## src/core/strap_pkg.sv

```systemverilog
// constants, types and register map for the strap capture block
package strap_pkg;
   localparam int          CLK_PERIOD_NS   = 20;
   localparam int          STRAP_HOLD_NS   = 12500;
   localparam int          STRAP_SAMPLE_NS = 5000;
   localparam int          SAMPLE_CYCLES   = STRAP_SAMPLE_NS / CLK_PERIOD_NS;
   localparam int          CNT_W           = 10;
   localparam int          ADDR_W          = 8;
   localparam int          DATA_W          = 32;
   localparam logic [7:0]  REG_RAW         = 8'h00;
   localparam logic [7:0]  REG_DECODE      = 8'h04;
   localparam logic [7:0]  REG_CONTROL     = 8'h08;
   localparam logic [7:0]  REG_STATUS      = 8'h0c;
   localparam logic        PULLUP_RESET    = 1'b1;
   localparam logic [1:0]  RESP_OKAY       = 2'b00;
   localparam logic [1:0]  RESP_SLVERR     = 2'b10;
   localparam logic [3:0]  CODE_SPI        = 4'h8;
   localparam logic [3:0]  CODE_EMMC8      = 4'hb;
   localparam logic [3:0]  CODE_FUSE       = 4'hf;
   localparam int          SYNC_W          = 15;

   typedef enum logic [1:0] {
      CHAIN_SERIAL_BOTH = 2'b00,
      CHAIN_MAIN_ONLY   = 2'b01,
      CHAIN_AUX_ONLY    = 2'b10,
      CHAIN_RESERVED    = 2'b11
   } chain_mode_type;

   typedef enum logic [1:0] {
      BOOT_SPI_FLASH = 2'b00,
      BOOT_EMMC8_OFF = 2'b01,
      BOOT_USE_FUSE  = 2'b10,
      BOOT_RESERVED  = 2'b11
   } boot_dev_type;

   typedef enum logic [1:0] {
      CAP_IDLE  = 2'b00,
      CAP_FULL  = 2'b01,
      CAP_SLEEP = 2'b10
   } cap_state_type;

   typedef struct packed {
      logic       recovery_strap_pin;
      logic       reserved_strap_pin;
      logic       debug_chain_select_hi;
      logic       debug_chain_select_lo;
      logic [3:0] mem_code;
      logic [3:0] boot_code;
   } strap_type;
endpackage

```

## src/core/power_on_strap_capture.sv

```systemverilog
// strap sampling, decode and axi4-lite register access
`timescale 1ns/1ps
// How it works
// - straps sampled a fixed time after system reset rises, inside the hold window.
// - deep sleep exit resamples into the raw register; of the decoded outputs only the reserved strap fault is taken over.
// - recovery strap 0 selects usb recovery, 1 selects secondary boot device.
// - reserved strap must sample 1; 0 raises a forbidden configuration flag.
// - debug chain 00 both serial, 01 main only, 10 auxiliary only, 11 reserved.
// - memory code bits 3:2 pick boot device set, bits 1:0 dram set.
// - boot device may come from fuse data instead of the strap pins.
// - recovery pin pull-up is enabled at reset; software can clear it through bit 0 of the control register.
// - debug reset pin low enables cpu debug access, high selects scan test.
module power_on_strap_capture (
   input  wire logic                          aclk,
   input  wire logic                          aresetn,
   input  wire logic                          system_reset_input_low,
   input  wire strap_pkg::strap_type          strap_pins,
   input  wire logic                          factory_test_enable,
   input  wire logic                          debug_reset_pin,
   input  wire logic                          deep_sleep_exit,
   input  wire logic                          fuse_boot_select,
   input  wire logic [3:0]                    fuse_boot_code,
   output logic                               recovery_pullup_en,
   output logic                               config_valid,
   output logic                               boot_recovery_mode,
   output logic                               reserved_fault,
   output strap_pkg::chain_mode_type          debug_chain_mode,
   output logic [1:0]                         sec_boot_cfg_set,
   output logic [1:0]                         dram_cfg_set,
   output strap_pkg::boot_dev_type            boot_device,
   output logic                               test_mode_fault,
   output logic                               cpu_debug_enable,
   output logic                               scan_test_mode,
   input  wire logic                          awvalid,
   output logic                               awready,
   input  wire logic [strap_pkg::ADDR_W-1:0]  awaddr,
   input  wire logic                          wvalid,
   output logic                               wready,
   input  wire logic [strap_pkg::DATA_W-1:0]  wdata,
   input  wire logic [3:0]                    wstrb,
   output logic                               bvalid,
   input  wire logic                          bready,
   output logic [1:0]                         bresp,
   input  wire logic                          arvalid,
   output logic                               arready,
   input  wire logic [strap_pkg::ADDR_W-1:0]  araddr,
   output logic                               rvalid,
   input  wire logic                          rready,
   output logic [strap_pkg::DATA_W-1:0]       rdata,
   output logic [1:0]                         rresp
);
   localparam logic [strap_pkg::CNT_W-1:0] SAMPLE_LAST =
      strap_pkg::CNT_W'(strap_pkg::SAMPLE_CYCLES - 1);

   function automatic strap_pkg::boot_dev_type decode_boot(input logic [3:0] code);
      case (code)
         strap_pkg::CODE_SPI:   decode_boot = strap_pkg::BOOT_SPI_FLASH;
         strap_pkg::CODE_EMMC8: decode_boot = strap_pkg::BOOT_EMMC8_OFF;
         strap_pkg::CODE_FUSE:  decode_boot = strap_pkg::BOOT_USE_FUSE;
         default:               decode_boot = strap_pkg::BOOT_RESERVED;
      endcase
   endfunction

   logic [strap_pkg::SYNC_W-1:0] pins_meta_reg;
   logic [strap_pkg::SYNC_W-1:0] pins_sync_reg;
   logic                         sysrst_prev_reg;
   strap_pkg::strap_type         strap_sync;
   logic                         sysrst_sync;
   logic                         test_sync;
   logic                         dbg_sync;
   logic                         sysrst_rise;
   strap_pkg::cap_state_type     cap_state_reg;
   logic [strap_pkg::CNT_W-1:0]  cap_cnt_reg;
   logic                         capture_fire;
   strap_pkg::strap_type         raw_reg;
   strap_pkg::boot_dev_type      strap_dev;
   strap_pkg::boot_dev_type      boot_next;

   // two-flop synchronisers for every pin
   always_ff @(posedge aclk) begin
      if (!aresetn) begin
         pins_meta_reg <= '0;
         pins_sync_reg <= '0;
      end else begin
         pins_meta_reg <= {debug_reset_pin, factory_test_enable, system_reset_input_low,
                           strap_pins};
         pins_sync_reg <= pins_meta_reg;
      end
   end

   assign strap_sync  = pins_sync_reg[11:0];
   assign sysrst_sync = pins_sync_reg[12];
   assign test_sync   = pins_sync_reg[13];
   assign dbg_sync    = pins_sync_reg[14];

   always_ff @(posedge aclk) begin
      if (!aresetn) begin
         sysrst_prev_reg <= 1'b0;
      end else begin
         sysrst_prev_reg <= sysrst_sync;
      end
   end

   assign sysrst_rise  = sysrst_sync && !sysrst_prev_reg;
   assign capture_fire = (cap_state_reg != strap_pkg::CAP_IDLE) && (cap_cnt_reg == SAMPLE_LAST);

   // sampling delay after reset rise or deep sleep exit
   always_ff @(posedge aclk) begin
      if (!aresetn) begin
         cap_state_reg <= strap_pkg::CAP_IDLE;
         cap_cnt_reg   <= '0;
      end else if (sysrst_rise) begin
         cap_state_reg <= strap_pkg::CAP_FULL;
         cap_cnt_reg   <= '0;
      end else if (deep_sleep_exit && cap_state_reg != strap_pkg::CAP_FULL) begin
         cap_state_reg <= strap_pkg::CAP_SLEEP;
         cap_cnt_reg   <= '0;
      end else begin
         case (cap_state_reg)
            strap_pkg::CAP_IDLE: begin
               cap_cnt_reg <= '0;
            end
            strap_pkg::CAP_FULL,
            strap_pkg::CAP_SLEEP: begin
               if (capture_fire) begin
                  cap_state_reg <= strap_pkg::CAP_IDLE;
                  cap_cnt_reg   <= '0;
               end else begin
                  cap_cnt_reg <= cap_cnt_reg + 1'b1;
               end
            end
            default: begin
               cap_state_reg <= strap_pkg::CAP_IDLE;
            end
         endcase
      end
   end

   // captured straps hold until the next capture
   always_ff @(posedge aclk) begin
      if (!aresetn) begin
         raw_reg <= '0;
      end else if (capture_fire) begin
         raw_reg <= strap_sync;
      end
   end

   assign strap_dev = decode_boot(strap_sync.boot_code);
   assign boot_next = (fuse_boot_select || strap_dev == strap_pkg::BOOT_USE_FUSE) ?
                      decode_boot(fuse_boot_code) : strap_dev;

   // decoded boot configuration, full capture only
   always_ff @(posedge aclk) begin
      if (!aresetn) begin
         config_valid       <= 1'b0;
         boot_recovery_mode <= 1'b0;
         debug_chain_mode   <= strap_pkg::CHAIN_SERIAL_BOTH;
         sec_boot_cfg_set   <= '0;
         dram_cfg_set       <= '0;
         boot_device        <= strap_pkg::BOOT_RESERVED;
      end else if (capture_fire && cap_state_reg == strap_pkg::CAP_FULL) begin
         config_valid       <= 1'b1;
         boot_recovery_mode <= !strap_sync.recovery_strap_pin;
         debug_chain_mode   <= strap_pkg::chain_mode_type'(
                               {strap_sync.debug_chain_select_hi,
                                strap_sync.debug_chain_select_lo});
         sec_boot_cfg_set   <= strap_sync.mem_code[3:2];
         dram_cfg_set       <= strap_sync.mem_code[1:0];
         boot_device        <= boot_next;
      end
   end

   // reserved strap checked on every capture
   always_ff @(posedge aclk) begin
      if (!aresetn) begin
         reserved_fault <= 1'b0;
      end else if (capture_fire) begin
         reserved_fault <= !strap_sync.reserved_strap_pin;
      end
   end

   // live pin levels
   always_ff @(posedge aclk) begin
      if (!aresetn) begin
         test_mode_fault  <= 1'b0;
         cpu_debug_enable <= 1'b1;
         scan_test_mode   <= 1'b0;
      end else begin
         test_mode_fault  <= test_sync;
         cpu_debug_enable <= !dbg_sync;
         scan_test_mode   <= dbg_sync;
      end
   end

   // axi4-lite write channel
   logic                        aw_hold_reg;
   logic                        w_hold_reg;
   logic [strap_pkg::ADDR_W-1:0] aw_addr_reg;
   logic [strap_pkg::DATA_W-1:0] w_data_reg;
   logic [3:0]                  w_strb_reg;
   logic                        do_write;
   logic                        addr_known;

   assign awready    = !aw_hold_reg && !bvalid;
   assign wready     = !w_hold_reg && !bvalid;
   assign do_write   = aw_hold_reg && w_hold_reg && !bvalid;
   assign addr_known = aw_addr_reg == strap_pkg::REG_RAW || aw_addr_reg == strap_pkg::REG_DECODE
                       || aw_addr_reg == strap_pkg::REG_CONTROL
                       || aw_addr_reg == strap_pkg::REG_STATUS;

   always_ff @(posedge aclk) begin
      if (!aresetn) begin
         aw_hold_reg <= 1'b0;
         w_hold_reg  <= 1'b0;
         aw_addr_reg <= '0;
         w_data_reg  <= '0;
         w_strb_reg  <= '0;
         bvalid      <= 1'b0;
         bresp       <= strap_pkg::RESP_OKAY;
      end else begin
         if (awvalid && awready) begin
            aw_hold_reg <= 1'b1;
            aw_addr_reg <= awaddr;
         end
         if (wvalid && wready) begin
            w_hold_reg <= 1'b1;
            w_data_reg <= wdata;
            w_strb_reg <= wstrb;
         end
         if (do_write) begin
            aw_hold_reg <= 1'b0;
            w_hold_reg  <= 1'b0;
            bvalid      <= 1'b1;
            bresp       <= addr_known ? strap_pkg::RESP_OKAY : strap_pkg::RESP_SLVERR;
         end else if (bvalid && bready) begin
            bvalid <= 1'b0;
         end
      end
   end

   // control register: recovery pull-up
   always_ff @(posedge aclk) begin
      if (!aresetn) begin
         recovery_pullup_en <= strap_pkg::PULLUP_RESET;
      end else if (do_write && aw_addr_reg == strap_pkg::REG_CONTROL && w_strb_reg[0]) begin
         recovery_pullup_en <= w_data_reg[0];
      end
   end

   // axi4-lite read channel
   assign arready = !rvalid;

   always_ff @(posedge aclk) begin
      if (!aresetn) begin
         rvalid <= 1'b0;
         rdata  <= '0;
         rresp  <= strap_pkg::RESP_OKAY;
      end else if (arvalid && arready) begin
         rvalid <= 1'b1;
         rresp  <= strap_pkg::RESP_OKAY;
         case (araddr)
            strap_pkg::REG_RAW:     rdata <= 32'(raw_reg);
            strap_pkg::REG_DECODE:  rdata <= 32'({boot_device, dram_cfg_set, sec_boot_cfg_set,
                                                  debug_chain_mode, boot_recovery_mode});
            strap_pkg::REG_CONTROL: rdata <= 32'(recovery_pullup_en);
            strap_pkg::REG_STATUS:  rdata <= 32'({cap_state_reg != strap_pkg::CAP_IDLE,
                                                  scan_test_mode, cpu_debug_enable,
                                                  test_mode_fault, reserved_fault,
                                                  config_valid});
            default: begin
               rdata <= '0;
               rresp <= strap_pkg::RESP_SLVERR;
            end
         endcase
      end else if (rvalid && rready) begin
         rvalid <= 1'b0;
      end
   end
endmodule

```

## config.mk

```make
export PLATFORM = sky130hd
export DESIGN_NAME = power_on_strap_capture
export DESIGN_NICKNAME = d
export VERILOG_FILES = /design/src/core/strap_pkg.sv /design/src/core/power_on_strap_capture.sv
export SDC_FILE = /design/constraint.sdc
export NUM_CORES = 1
export LEC_CHECK = 0
export BUFFER_PORTS_ARGS = -buffer_cell sky130_fd_sc_hd__buf_2
export CAP_MARGIN = 15
export CORE_ASPECT_RATIO = 1.2
export CORE_MARGIN = 2
export CORE_UTILIZATION = 45
export CTS_CLUSTER_DIAMETER = 60
export CTS_CLUSTER_SIZE = 16
export DETAILED_ROUTE_END_ITERATION = 6
export GPL_TIMING_DRIVEN = 0
export PLACE_DENSITY_LB_ADDON = 0.2
export SLEW_MARGIN = 20
export SYNTH_ARGS = -nofsm -noshare
export SYNTH_HDL_FRONTEND = slang
export SYNTH_SLANG_ARGS = --single-unit
```

## constraint.sdc

```tcl
create_clock -name aclk -period 1.97 [get_ports aclk]
set_clock_uncertainty 0.2 [all_clocks]
set_input_delay 0 -clock aclk [delete_from_list [all_inputs] [get_ports aclk]]
set_output_delay 0 -clock aclk [all_outputs]
set_load 0.05 [all_outputs]
```

# Word level (Yosys, flattened, before mapping)
# Index checks and enable logic that the tools add are counted.
dict set report word_totals {
  output_inout_bits 56
  reg_bits 120
  in_bits 80
}
dict set report classes {
  bitwise 1
  add_sub_neg 1
  n_mux 16
  n_reduce_logical 41
  eq_ne 21
}
# op count
set ops {}
lappend ops {{$pmux W12 S4} 1}
lappend ops {{$eq A8 B4 Y1 const B} 4}
lappend ops {{$eq A4 B4 Y1 const B} 6}
lappend ops {{$pmux W10 S2} 1}
lappend ops {{$eq A8 B3 Y1 const B} 2}
lappend ops {{$logic_not A8 Y1} 2}
lappend ops {{$logic_and A1 B1 Y1} 15}
lappend ops {{$pmux W2 S3} 2}
lappend ops {{$add A10 B1 Y10 const B} 1}
lappend ops {{$eq A10 B8 Y1 const B} 1}
lappend ops {{$mux W10} 1}
lappend ops {{$mux W2} 5}
lappend ops {{$logic_not A1 Y1} 8}
lappend ops {{$reduce_bool A2 Y1} 4}
lappend ops {{$ne A3 B3 Y1 const B} 2}
lappend ops {{$reduce_or A2 Y1} 3}
lappend ops {{$mux W1} 5}
lappend ops {{$eq A2 B2 Y1 const B} 2}
lappend ops {{$logic_or A1 B1 Y1} 4}
lappend ops {{$ne A4 B4 Y1 const B} 1}
lappend ops {{$pmux W2 S2} 1}
lappend ops {{$reduce_and A2 Y1} 2}
lappend ops {{$reduce_or A4 Y1} 1}
lappend ops {{$reduce_or A3 Y1} 1}
lappend ops {{5 further kinds} 5}

# Depth between registers and ports, before layout
# Gate-level depths: netlist of run 1.
dict set report logic_depth {
  depth_word 6
  ltp_mapped 8
}

# Worst setup path after synthesis of run 1
# No wires, ideal clock.
dict set report synth_path {
  path_kind {register -> register}
  from {register bvalid}
  to {register aw_addr_reg[0] (netlist name)}
  arrival_ps 1910
  slack_ps -215
  synth_period_minus_slack_ps 2185
  n_path_buf 1
  required_ps 1694
  setup_time_ps 76
  path_stages_with_launch 6
  cell_sequence {dfxtp_1 nor2_1 and2_1 clkbuf_1 nand2_1 a21boi_0}
}
dict set report synth_via {
  elab_chain_len 3
}
# element line_no
set synth_lines {}
lappend synth_lines {{start: declaration} power_on_strap_capture.sv:41} ;# output logic bvalid,
lappend synth_lines {{start signal: assignment} power_on_strap_capture.sv:218} ;# bvalid <= 1'b0;
lappend synth_lines {{start signal: assignment} power_on_strap_capture.sv:233} ;# bvalid <= 1'b1;
lappend synth_lines {{start signal: assignment} power_on_strap_capture.sv:236} ;# bvalid <= 1'b0;
lappend synth_lines {{$logic_not A1 Y1} power_on_strap_capture.sv:204} ;# assign awready = !aw_hold_reg && !bvalid;
lappend synth_lines {{$logic_and A1 B1 Y1} power_on_strap_capture.sv:204}
lappend synth_lines {{named net awready} power_on_strap_capture.sv:35} ;# output logic awready,
lappend synth_lines {{$logic_and A1 B1 Y1} power_on_strap_capture.sv:221} ;# if (awvalid && awready) begin
lappend synth_lines {{end signal: assignment} power_on_strap_capture.sv:223} ;# aw_addr_reg <= awaddr;
lappend synth_lines {{end: declaration} power_on_strap_capture.sv:198} ;# logic [strap_pkg::ADDR_W-1:0] aw_addr_reg;
# The timed path passes the listed nets, and every way through them passes these cells.
# A chain may end at the register's enable or synchronous reset.

# Worst setup path after layout of run 1
dict set report layout_path {
  from {register cap_state_reg[1]}
  to {register sec_boot_cfg_set[1]}
}
dict set report layout_via {
  elab_chain_len 3
  word_cells_on_any_way 4
  cone_classes {eq/ne: 1; reduce/logical: 3}
}
# element line_no
set layout_lines {}
lappend layout_lines {{start: declaration} power_on_strap_capture.sv:72} ;# strap_pkg::cap_state_type cap_state_reg;
lappend layout_lines {{start signal: assignment} power_on_strap_capture.sv:110} ;# cap_state_reg <= strap_pkg::CAP_IDLE;
lappend layout_lines {{start signal: assignment} power_on_strap_capture.sv:113} ;# cap_state_reg <= strap_pkg::CAP_FULL;
lappend layout_lines {{start signal: assignment} power_on_strap_capture.sv:116} ;# cap_state_reg <= strap_pkg::CAP_SLEEP;
lappend layout_lines {{$reduce_bool A2 Y1} power_on_strap_capture.sv:105} ;# assign capture_fire = (cap_state_reg != strap_pkg::CAP_IDLE) && (cap_cnt_reg == SAMPLE_LAST);
lappend layout_lines {{$logic_and A1 B1 Y1} power_on_strap_capture.sv:105}
lappend layout_lines {{$logic_and A1 B1 Y1 *} power_on_strap_capture.sv:161} ;# end else if (capture_fire && cap_state_reg == strap_pkg::CAP_FULL) begin
lappend layout_lines {{end signal: assignment} power_on_strap_capture.sv:167} ;# sec_boot_cfg_set <= strap_sync.mem_code[3:2];
lappend layout_lines {{end: declaration} power_on_strap_capture.sv:28} ;# output logic [1:0] sec_boot_cfg_set,
# Every way passes the cells marked *; elsewhere a longest branch is shown, timed or not.

==> flow_summary_export.csv, run 1 <==
group,metric,value,unit
placed_design,gp_congestion,0.7749,
synth,synthMuxAreaShare,0.05435,
clock_tree,clock_path_buffers,2,
clock_tree,insertion_delay,360,ps
timing,setup_viol,0,
outcome,status,"completed",
synth,synth_area,0.003983,mm^2
job,maxCapViolCount,0,
power,finalPower,4.035,mW
synth,synth_top_area_share,0.4926,
clock_tree,clock-sinks,98,
placed_design,dpl_cell_area,0.004598,mm^2
grt,grt_pass1_wl,14.79,mm
timing,layout_setup_ws,67.84,ps
timing,maxSlewViolCount,0,
clock_tree,root_buffer,"clkbuf_8",
cells_and_area,stdcell_area,0.005497,mm^2
synth,ys_top_cells_by_count,"dfxtp_1 (98), nand2_1 (42), and2_1 (34), buf_4 (25), nor2b_1 (25)",
critical_path,cpMaxStageDelayCell,"and4bb_4",
die,io_pins,136,
detailed_routing,drt_drc_violations_left,0,
timing,worstMarginPinSlew,598.2,ps
placed_design,place_ws,-95.18,ps
synth,synth-main-ff-cell,"dfxtp_1",
grt,grt_pass1_vias,3079,
grt,grt.total_usage,0.1944,
grt,grt.overflow.total,0,
timing,fmax,525.7,MHz
synth,synth_top_family_by_area,"simple AND/OR/NAND/NOR gates",
detailed_routing,drt_iter0_markers,134,
clock_tree,clkSlewWorstSetupHoldPaths,90,ps
synth,yosysUniqueCellTypes,52,
synth,synth_most_common_cell,"dfxtp_1",
die,std_cell_rows,37,
synth,ys_ff_latch,98,
die,die_h,107.1,um
detailed_routing,wirelength,9.064,mm
power,vdd_drop_max,0.4034,mV
timing,hold_violations,0,
critical_path,crit_family,"simple AND/OR/NAND/NOR gates",
timing,fin_crit_sh,0.9656,
synth,seq_area_frac_synth,0.4926,
clock_tree,numCtsBuffers,9,
synth,synthAdderAreaFrac,0.01571,
cells_and_area,drive_gt1_frac,0.2543,
power,p_leak,2.390,nW
timing,tns,0,ps
critical_path,required,2040,ps
detailed_routing,vias,3223,
detailed_routing,firstDrtPassIters,4,
critical_path,critPathBufInv,2,
grt,antenna_found_initial,0,
synth,synthTopCellsByArea,"dfxtp_1 (49%), and2_1 (5.3%), buf_4 (4.7%), mux2i_1 (4.0%), nand2_1 (4.0%)",
timing,relSlewSlack,0.6012,
synth,synth_xor_xnor_area_share,0.02199,
cells_and_area,n_antenna_cell,0,
synth,synthCells,410,
cells_and_area,nNetsFinal,663,
timing,min_period,1902,ps
die,coreArea,0.008611,mm^2
clock_tree,cts_tree,"yes",
critical_path,max_stage_delay,370,ps
critical_path,crit_fanout,5,
synth,synth-compound-area-share,0.1144,
timing,rsz0062_at_grt,"true",
synth,yosys.area_share.simple,0.2224,
critical_path,cp-start-kind,"register",
critical_path,cp_data_arrival_time,1970,ps
critical_path,crit_type,"register to register",
synth,async_reset_ff_frac,0,
detailed_routing,antenna_left,0,
die,start_util,0.4625,
cells_and_area,area_growth_syn_to_layout,38.01,%
detailed_routing,wl_per_cell,12.97,um
die,die-area,0.009622,mm^2
synth,avgSynthCellArea,9.714,um^2
power,p_per_area,734.2,mW/mm^2
placed_design,dp_hpwl,6.213,mm
clock_tree,cts_max_level,3,
placed_design,portBuffers,77,
grt,grt_max_degree,16,
die,fp.dieW,89.88,um
synth,ys.warnings.count,0,
synth,yosysTopAreaCell,"dfxtp_1",
critical_path,path_cells,"inv_1 > ha_4 > and4bb_4 > nand4_4 > bufbuf_16 > mux2i_1 > nor2b_1",
critical_path,endpoint_kind,"register",
detailed_routing,post_drt_via_cell_ratio,4.611,
hold_path,hold_class,"input port to register",
synth,synth_edf_count,0,
## metal layers
metal / vias to the layer above / share of wire / global-route usage
met5: - / 0 / 0
met3: 14 / 0.042 / 0.03795
met4: 0 / 0.023 / 0.09780
li1: 1673 / - / -
met1: 1461 / 0.44 / 0.2308
met2: 75 / 0.49 / 0.3371
## cell usage in the layout (no fill, tap or decap), types with 3 or more instances in the layout
cell / count
a21boi_1: 9
a21boi_0: 13
nand2b_1: 4
xor2_1: 6
and2_1: 33
clkbuf_8: 11
nand3_1: 11
inv_1: 11
dlygate4sd3_1: 54
xnor2_1: 4
a22oi_1: 9
nand2_1: 41
buf_2: 81
nand4_1: 3
and3_1: 3
clkbuf_1: 12
mux2i_1: 16
mux2_2: 3
o21ai_0: 8
nor2b_1: 25
a21oi_1: 9
dfxtp_1: 96
a32oi_1: 3
conb_1: 22
buf_4: 28
ha_1: 4
nor2_1: 15
## final timing paths
kind,from,to,slack [ps],cells past startpoint
hold reg to reg,pins_meta_reg[13]$_SDFF_PN0_,pins_sync_reg[13]$_SDFF_PN0_,240,1
setup reg to reg,cap_state_reg[1]$_SDFFE_PP0P_,sec_boot_cfg_set[1]$_SDFFE_PN0P_,70,7
setup / recovery,cap_state_reg[1]$_SDFFE_PP0P_,sec_boot_cfg_set[1]$_SDFFE_PN0P_,70,7
hold / removal,aresetn,recovery_pullup_en$_SDFFE_PN1P_,20,3
## metrics by stage
stage / instances / hold slack, ps / utilization
floorplan: 431 / -72.71 / -
global placement: 625 / 6.839 / 0.5340
detailed placement: 625 / 10.70 / 0.5340
CTS: 695 / 40.18 / 0.6303
global route: 699 / 84.21 / 0.6383
finish: 699 / 19.38 / 0.6383
## timing repair
item	CTS	global route
hold buffers	54	0
setup endpoints to repair	12	30
endpoints found under the hold margin	56	0
gates resized for setup	7	9
pin swaps	1	1
cloned	1	0
setup buffers	0	5
## tightest hold or removal path, cell delays in order
cell and delay, ps:
clkbuf_1 160, clkbuf_1 290, nand2_1 110
## kinds of logic (layout without fill, tap and decap cells)
| kind of cell | after synthesis | count (layout) |
|---|---|---|
| simple gates | 157 | 157 |
| flops | 98 | 98 |
| compound gates | 65 | 65 |
| buf+inv | 54 | 205 |
| mux | 20 | 20 |
| xor+xnor | 10 | 10 |
| fa+ha+maj | 5 | 5 |
| other cells | 1 | 22 |
## where the power goes
group | internal [mW] | switching (mW)
Clock | 0.777 | 0.658
Sequential | 2.04 | 0.0331
Combinational | 0.230 | 0.300
Total | 3.04 | 0.991
## final cells by class
| class | instances | area, um^2 |
|---|---|---|
| timing repair buffer | 137 | 996.0 |
| sequential | 98 | 1964 |
| tap | 117 | 146.4 |
| inverter | 11 | 41.29 |
| clock inverter | 4 | 75.07 |
| buffer | 42 | 279.0 |
| fill | 757 | 3114 |
| clock buffer | 11 | 151.4 |
| multi-input combinational | 279 | 1843 |
No activity file was read; power rests on OpenSTA's default activity.
==> inputs of run 2 (changes only) <==
- ABC_AREA: not set -> 1
- PLACE_DENSITY: not set -> 0.79
- PLACE_DENSITY_LB_ADDON: 0.2 -> not set
- SLEW_MARGIN: 20 -> not set
==> run 2 against run 1 <==
Sequential cell count unchanged; largest cell class unchanged; routed wire length increased by 5.2%; via count increased by 15%; global-route usage increased by 1.6 points; highest routed layer unchanged; critical path type unchanged.
==> flow_summary_export.csv, run 2 <==
group,metric,value,unit
clock_tree,clock-sinks,98,
synth,ys_top_cells_by_count,"nand2_1 (105), dfxtp_1 (98), nor2_1 (76), inv_1 (67), nand3_1 (33)",
clock_tree,insertion_delay,370,ps
clock_tree,clkSlewWorstSetupHoldPaths,100,ps
detailed_routing,post_drt_via_cell_ratio,4.567,
die,die-area,0.009541,mm^2
power,finalPower,4.037,mW
grt,grt.overflow.total,0,
timing,fmax,522.3,MHz
detailed_routing,wl_per_cell,11.78,um
clock_tree,root_buffer,"clkbuf_8",
synth,ys_ff_latch,98,
timing,maxSlewViolCount,0,
grt,grt_pass1_wl,15.66,mm
grt,grt_pass1_vias,3568,
timing,fin_crit_sh,0.9719,
critical_path,required,2050,ps
power,pwr-share-comb,0.145,
synth,seq_area_frac_synth,0.4970,
cells_and_area,nNetsFinal,772,
timing,rsz0062_at_grt,"false",
timing,timing.hold.ws,26.39,ps
cells_and_area,area_growth_syn_to_layout,35.59,%
placed_design,portBuffers,78,
cells_and_area,final_common_cell,"nand2_1",
die,fp.dieW,89.50,um
critical_path,cp-start-kind,"register",
detailed_routing,firstDrtPassIters,5,
timing,layout_setup_ws,55.26,ps
placed_design,dp_hpwl,6.348,mm
clock_tree,cts_max_level,3,
critical_path,crit_fanout,10,
detailed_routing,drt_iter0_markers,195,
placed_design,gp_congestion,0.9243,
cells_and_area,drive_gt1_frac,0.2023,
timing,hold_violations,0,
die,std_cell_rows,37,
detailed_routing,antenna_left,0,
synth,yosysUniqueCellTypes,33,
die,io_pins,136,
critical_path,endpoint_kind,"register",
grt,antenna_found_initial,0,
timing,setup_viol,0,
cells_and_area,n_antenna_cell,0,
outcome,status,"completed",
critical_path,cp_data_arrival_time,1990,ps
power,vdd_drop_max,0.3396,mV
detailed_routing,wirelength,9.534,mm
grt,grt_max_degree,19,
synth,synth_top_area_share,0.4970,
power,p_leak,2.688,nW
synth,ys.warnings.count,0,
clock_tree,cts_tree,"yes",
clock_tree,clock_path_buffers,2,
power,pwr-share-seq,0.517,
timing,min_period,1915,ps
clock_tree,numCtsBuffers,9,
placed_design,place_ws,145.9,ps
power,share_clk_of_total_power,0.337,
detailed_routing,vias,3695,
synth,synth-main-ff-cell,"dfxtp_1",
critical_path,crit_type,"register to register",
timing,relSlewSlack,0.6330,
die,coreArea,0.008564,mm^2
synth,synth_edf_count,0,
timing,worstMarginPinSlew,550.5,ps
power,p_per_area,754.2,mW/mm^2
synth,synthTopCellsByArea,"dfxtp_1 (50%), nand2_1 (10%), nor2_1 (7.2%), inv_1 (6.4%), buf_4 (4.4%)",
job,maxCapViolCount,0,
synth,yosysTopAreaCell,"dfxtp_1",
detailed_routing,drt_drc_violations_left,0,
die,start_util,0.4609,
power,internal-power,2.887,mW
cells_and_area,final_cell_mix,"nand2_1 (105), dfxtp_1 (96), buf_2 (83)",
synth,synthCells,520,
synth,synth_area,0.003948,mm^2
power,switching_share,0.2850,
grt,grt.total_usage,0.2103,
synth,async_reset_ff_frac,0,
synth,synth_most_common_cell,"nand2_1",
die,die_h,106.6,um
power,p_sw,1.151,mW
synth,avgSynthCellArea,7.591,um^2
cells_and_area,final_util,0.6250,
hold_path,hold_class,"input port to register",
timing,tns,0,ps
==> run 2: changes by cell type after synthesis, sizes merged, moves of 25 or more <==
cell   previous run  this run
inv              11        70
o21ai             9        39
nand2            42       108
nor2             17        79
nor2b            25         0
and2             34         0
==> run 2: cell type report <==
type                            instances  area, um^2
Buffer                                 37       231.5
Timing Repair Buffer                  135       958.4
Multi-Input combinational cell        335        1568
Fill cell                             713        3212
Clock buffer                            9       123.9
Tap cell                              117       146.4
Clock inverter                          7       85.08
Sequential cell                        98        1964
Inverter                               71       275.3
==> run 2: stage by stage <==
stage                     std cells  area (um^2)
after floorplan                 541         4036
after global placement          736         4573
after detailed placement        736         4573
after CTS                       808         5343
after global routing            809         5353
final                           809         5353
==> run 2: power groups by stage <==
| stage | registers (mW) | logic (mW) | clock network (mW) |
|---|---|---|---|
| finish | 2.09 | 0.587 | 1.36 |
| CTS | 2.09 | 0.569 | 1.36 |
| global route | 2.10 | 0.639 | 1.46 |
| floorplan | 2.16 | 0.324 | 0 |
| detailed placement | 2.13 | 0.476 | 0 |
| global placement | 2.13 | 0.466 | 0 |
==> run 2: layer usage <==
| metal | vias up | part of all wire | track usage |
|---|---|---|---|
| li1 | 1900 | - | - |
| met1 | 1651 | 0.41 | 0.2401 |
| met2 | 122 | 0.51 | 0.3640 |
| met3 | 22 | 0.053 | 0.04003 |
| met4 | 0 | 0.026 | 0.1087 |
| met5 | - | 0 | 0 |
==> run 2: timing repair <==
action / 4_1_cts / 5_1_grt
hold buffers: 56 / 0
buffers inserted: 0 / 1
gates resized for setup: 0 / 8
endpoints found under the setup margin: 0 / 11
hold endpoints to repair: 48 / 0
==> run 2: worst max-delay path, cell delays in order (launching register included) <==
cell	delay [ps]
dfxtp_2	370
nor2_2	140
nand2_1	100
buf_2	190
o21ai_0	180
dlygate4sd3_1	590
nor2_1	40
==> run 2: cell families (layout without fill, tap and decap cells) <==
group | Yosys count | after routing | share of synthesized area
AND/OR/NAND/NOR | 233 | 233 | 0.2539
flip-flops | 98 | 98 | 0.4970
buffers and inverters | 108 | 259 | 0.1271
XOR/XNOR | 7 | 7 | 0.01553
adder cells (fa/ha/maj) | 5 | 5 | 0.01585
other | 1 | 22 | 0.0009500
AO/OA/AOI/OAI | 68 | 68 | 0.08970
==> run 2: worst paths after layout <==
path                                     start                          end  slack (ps)  cells past startpoint
setup reg to reg           bvalid$_SDFFE_PN0P_  aw_addr_reg[1]$_SDFFE_PN0P_          60                      6
hold reg to reg   pins_sync_reg[14]$_SDFF_PN0_  cpu_debug_enable$_SDFF_PN1_         210                      1
setup / recovery           bvalid$_SDFFE_PN0P_  aw_addr_reg[1]$_SDFFE_PN0P_          60                      6
hold / removal                         aresetn  pins_sync_reg[4]$_SDFF_PN0_          30                      4
==> inputs of run 3 (changes only) <==
- clock period: 1.97 -> 1.7 ns (I/O delays scaled with it)
==> run 3 against run 2 <==
The flow now finishes with violations (hold timing, setup timing); sequential power up 16%; total power up 12%; utilization up 2.2 points; highest routed layer unchanged; register-to-register slack worse by 80 ps; combinational power up 19%; critical path depth up 3; die area unchanged; sequential share of layout area down 1.1 points; design area up 3.6%; non-clock buffer count up 3; largest power group unchanged.
==> flow_summary_export.csv, run 3 (same netlist as run 2, synthesis figures left out) <==
group,metric,value,unit
job,maxCapViolCount,0,
power,internal-power,3.193,mW
die,start_util,0.4609,
cells_and_area,nNetsFinal,777,
cells_and_area,drive_gt1_frac,0.2669,
critical_path,max_stage_delay,370,ps
clock_tree,insertion_delay,370,ps
grt,grt_pass1_wl,15.44,mm
grt,antenna_found_initial,0,
hold_path,hold_class,"input port to register",
critical_path,crit_family,"simple AND/OR/NAND/NOR gates",
critical_path,required,1770,ps
die,die-area,0.009541,mm^2
critical_path,crit_type,"register to register",
critical_path,path_depth,9,
timing,timing.hold.ws,-3.518,ps
power,vdd_drop_max,0.3685,mV
power,switching_share,0.2930,
die,io_pins,136,
power,pwr-share-comb,0.155,
critical_path,reg2reg_depth,9,
grt,grt.busiest_layer,"met2",
detailed_routing,post_drt_via_cell_ratio,4.584,
timing,fmax,580.9,MHz
grt,met1_usage,0.2329,
die,coreArea,0.008564,mm^2
placed_design,gp_congestion,0.9154,
power,share_clk_of_total_power,0.308,
critical_path,endpoint_kind,"register",
detailed_routing,firstDrtPassIters,5,
detailed_routing,antenna_left,0,
clock_tree,clkSlewWorstSetupHoldPaths,100,ps
timing,rsz0062_at_grt,"true",
grt,grt.total_usage,0.2077,
power,p_leak,2.765,nW
clock_tree,clock-sinks,98,
cells_and_area,fill_cells,702,
hold_path,hold_depth,3,
critical_path,cp-start-kind,"register",
clock_tree,clock_path_buffers,2,
clock_tree,root_buffer,"clkbuf_8",
die,std_cell_rows,37,
timing,maxSlewViolCount,0,
detailed_routing,vias,3731,
placed_design,dp.cells,736,
grt,use_met2,0.3693,
detailed_routing,drt_iter0_markers,207,
power,pwr-share-seq,0.537,
grt,grt_pass1_vias,3502,
timing,fin_crit_sh,1.013,
critical_path,crit_fanout,6,
critical_path,cp_data_arrival_time,1790,ps
cells_and_area,final_util,0.6472,
grt,use_met3,0.02848,
outcome,violations,"hold timing, setup timing",
critical_path,path_cells,"inv_2 > ha_4 > nor3_4 > nand3_4 > nor2_8 > buf_12 > inv_8 > o21ai_1 > nor2_1",
timing,hold_violations,3,
detailed_routing,drt_drc_violations_left,0,
timing,layout_setup_ws,-21.34,ps
cells_and_area,final_common_cell,"nand2_1",
critical_path,rrSetupSlack,-20,ps
cells_and_area,n_antenna_cell,0,
detailed_routing,wirelength,9.913,mm
timing,relSlewSlack,0.5908,
timing,setup_viol,6,
cells_and_area,instances_no_fill,814,
clock_tree,cts_max_level,3,
critical_path,critPathBufInv,3,
grt,grt_max_degree,19,
timing,min_period,1721,ps
placed_design,portBuffers,78,
timing,worstMarginPinSlew,613.8,ps
cells_and_area,final_cell_mix,"nand2_1 (99), dfxtp_1 (92), buf_2 (81)",
power,p_per_area,814.6,mW/mm^2
placed_design,dp_hpwl,6.289,mm
critical_path,cpMaxStageDelayCell,"dfxtp_2",
clock_tree,cts_tree,"yes",
grt,grt.overflow.total,0,
power,p_sw,1.323,mW
clock_tree,numCtsBuffers,9,
die,die_h,106.6,um
outcome,status,"finished with violations",
die,fp.dieW,89.50,um
cells_and_area,area_growth_syn_to_layout,40.41,%
detailed_routing,wl_per_cell,12.18,um
run 3: cell count changes in the layout (fill, tap and decap cells not counted), sizes merged:
| cell | change |
|---|---|
| buf | +7 |
| bufinv | -1 |
| clkbuf | +2 |
| clkinv | +1 |
| dlygate4sd3 | -6 |
| inv | +1 |
| nand2 | +1 |
run 3: worst paths after layout:
check                                                   start                          endpoint
worst max register to register  cap_state_reg[0]$_SDFFE_PN0P_  sec_boot_cfg_set[1]$_SDFFE_PN0P_
worst min-delay path                                  aresetn             rdata[1]$_SDFFE_PN0P_
worst min register to register   pins_sync_reg[14]$_SDFF_PN0_       cpu_debug_enable$_SDFF_PN1_
worst max-delay path            cap_state_reg[0]$_SDFFE_PN0P_  sec_boot_cfg_set[1]$_SDFFE_PN0P_
run 3: cell type report:
cell class	count	area [um^2]	share of cell area
timing repair buffer	138	985.9	0.1779
multi-input combinational	336	1725	0.3113
sequential	98	1974	0.3562
timing repair inverter	1	11.26	0.002032
clock buffer	9	123.9	0.02235
inverter	71	280.3	0.05056
clock inverter	7	58.81	0.01061
tap	117	146.4	0.02641
buffer	37	236.5	0.04266
run 3: power groups by stage:
stage / Clock [mW] / Combinational (mW) / Sequential, mW
global route: 1.53 / 0.759 / 2.43
finish: 1.39 / 0.700 / 2.42
floorplan: 0 / 0.380 / 2.51
global placement: 0 / 0.544 / 2.47
detailed placement: 0 / 0.557 / 2.47
CTS: 1.42 / 0.663 / 2.42
run 3: routing by layer:
layer,wire length [um],part of all wire,vias to the layer above
met5,0,0,-
met4,391,0.039,0
met3,516,0.052,27
met2,5133,0.52,139
met1,3872,0.39,1657
li1,-,-,1908
run 3: what timing repair did:
action                                 CTS  global route
setup endpoints to repair               32            39
endpoints found under the hold margin   55             0
hold buffers                            50             0
setup buffers                            7             2
gates cloned                             3             0
gates resized for setup                 26            36
pin swaps                                5            16
run 3: metrics by stage:
| step | power, mW | cell area [um^2] | setup WS (ps) | TNS (ps) |
|---|---|---|---|---|
| 2_1_floorplan | 2.890 | 4058 | 51.76 | 0 |
| 3_5_place_dp | 3.031 | 4594 | -110.7 | -1877 |
| 3_3_place_gp | 3.013 | 4594 | -78.65 | -720.2 |
| 5_1_grt | 4.721 | 5543 | -108.3 | -2147 |
| 6_report | 4.515 | 5543 | -21.34 | -73.95 |
| 4_1_cts | 4.508 | 5423 | -11.45 | -32.52 |
run 3: worst register-to-register path, cell delays in order (launching register included):
cell and delay [ps]:
dfxtp_2 370, inv_2 60, ha_4 160, nor3_4 190, nand3_4 140, nor2_8 120
buf_12 150, inv_8 50, o21ai_1 130, nor2_1 60
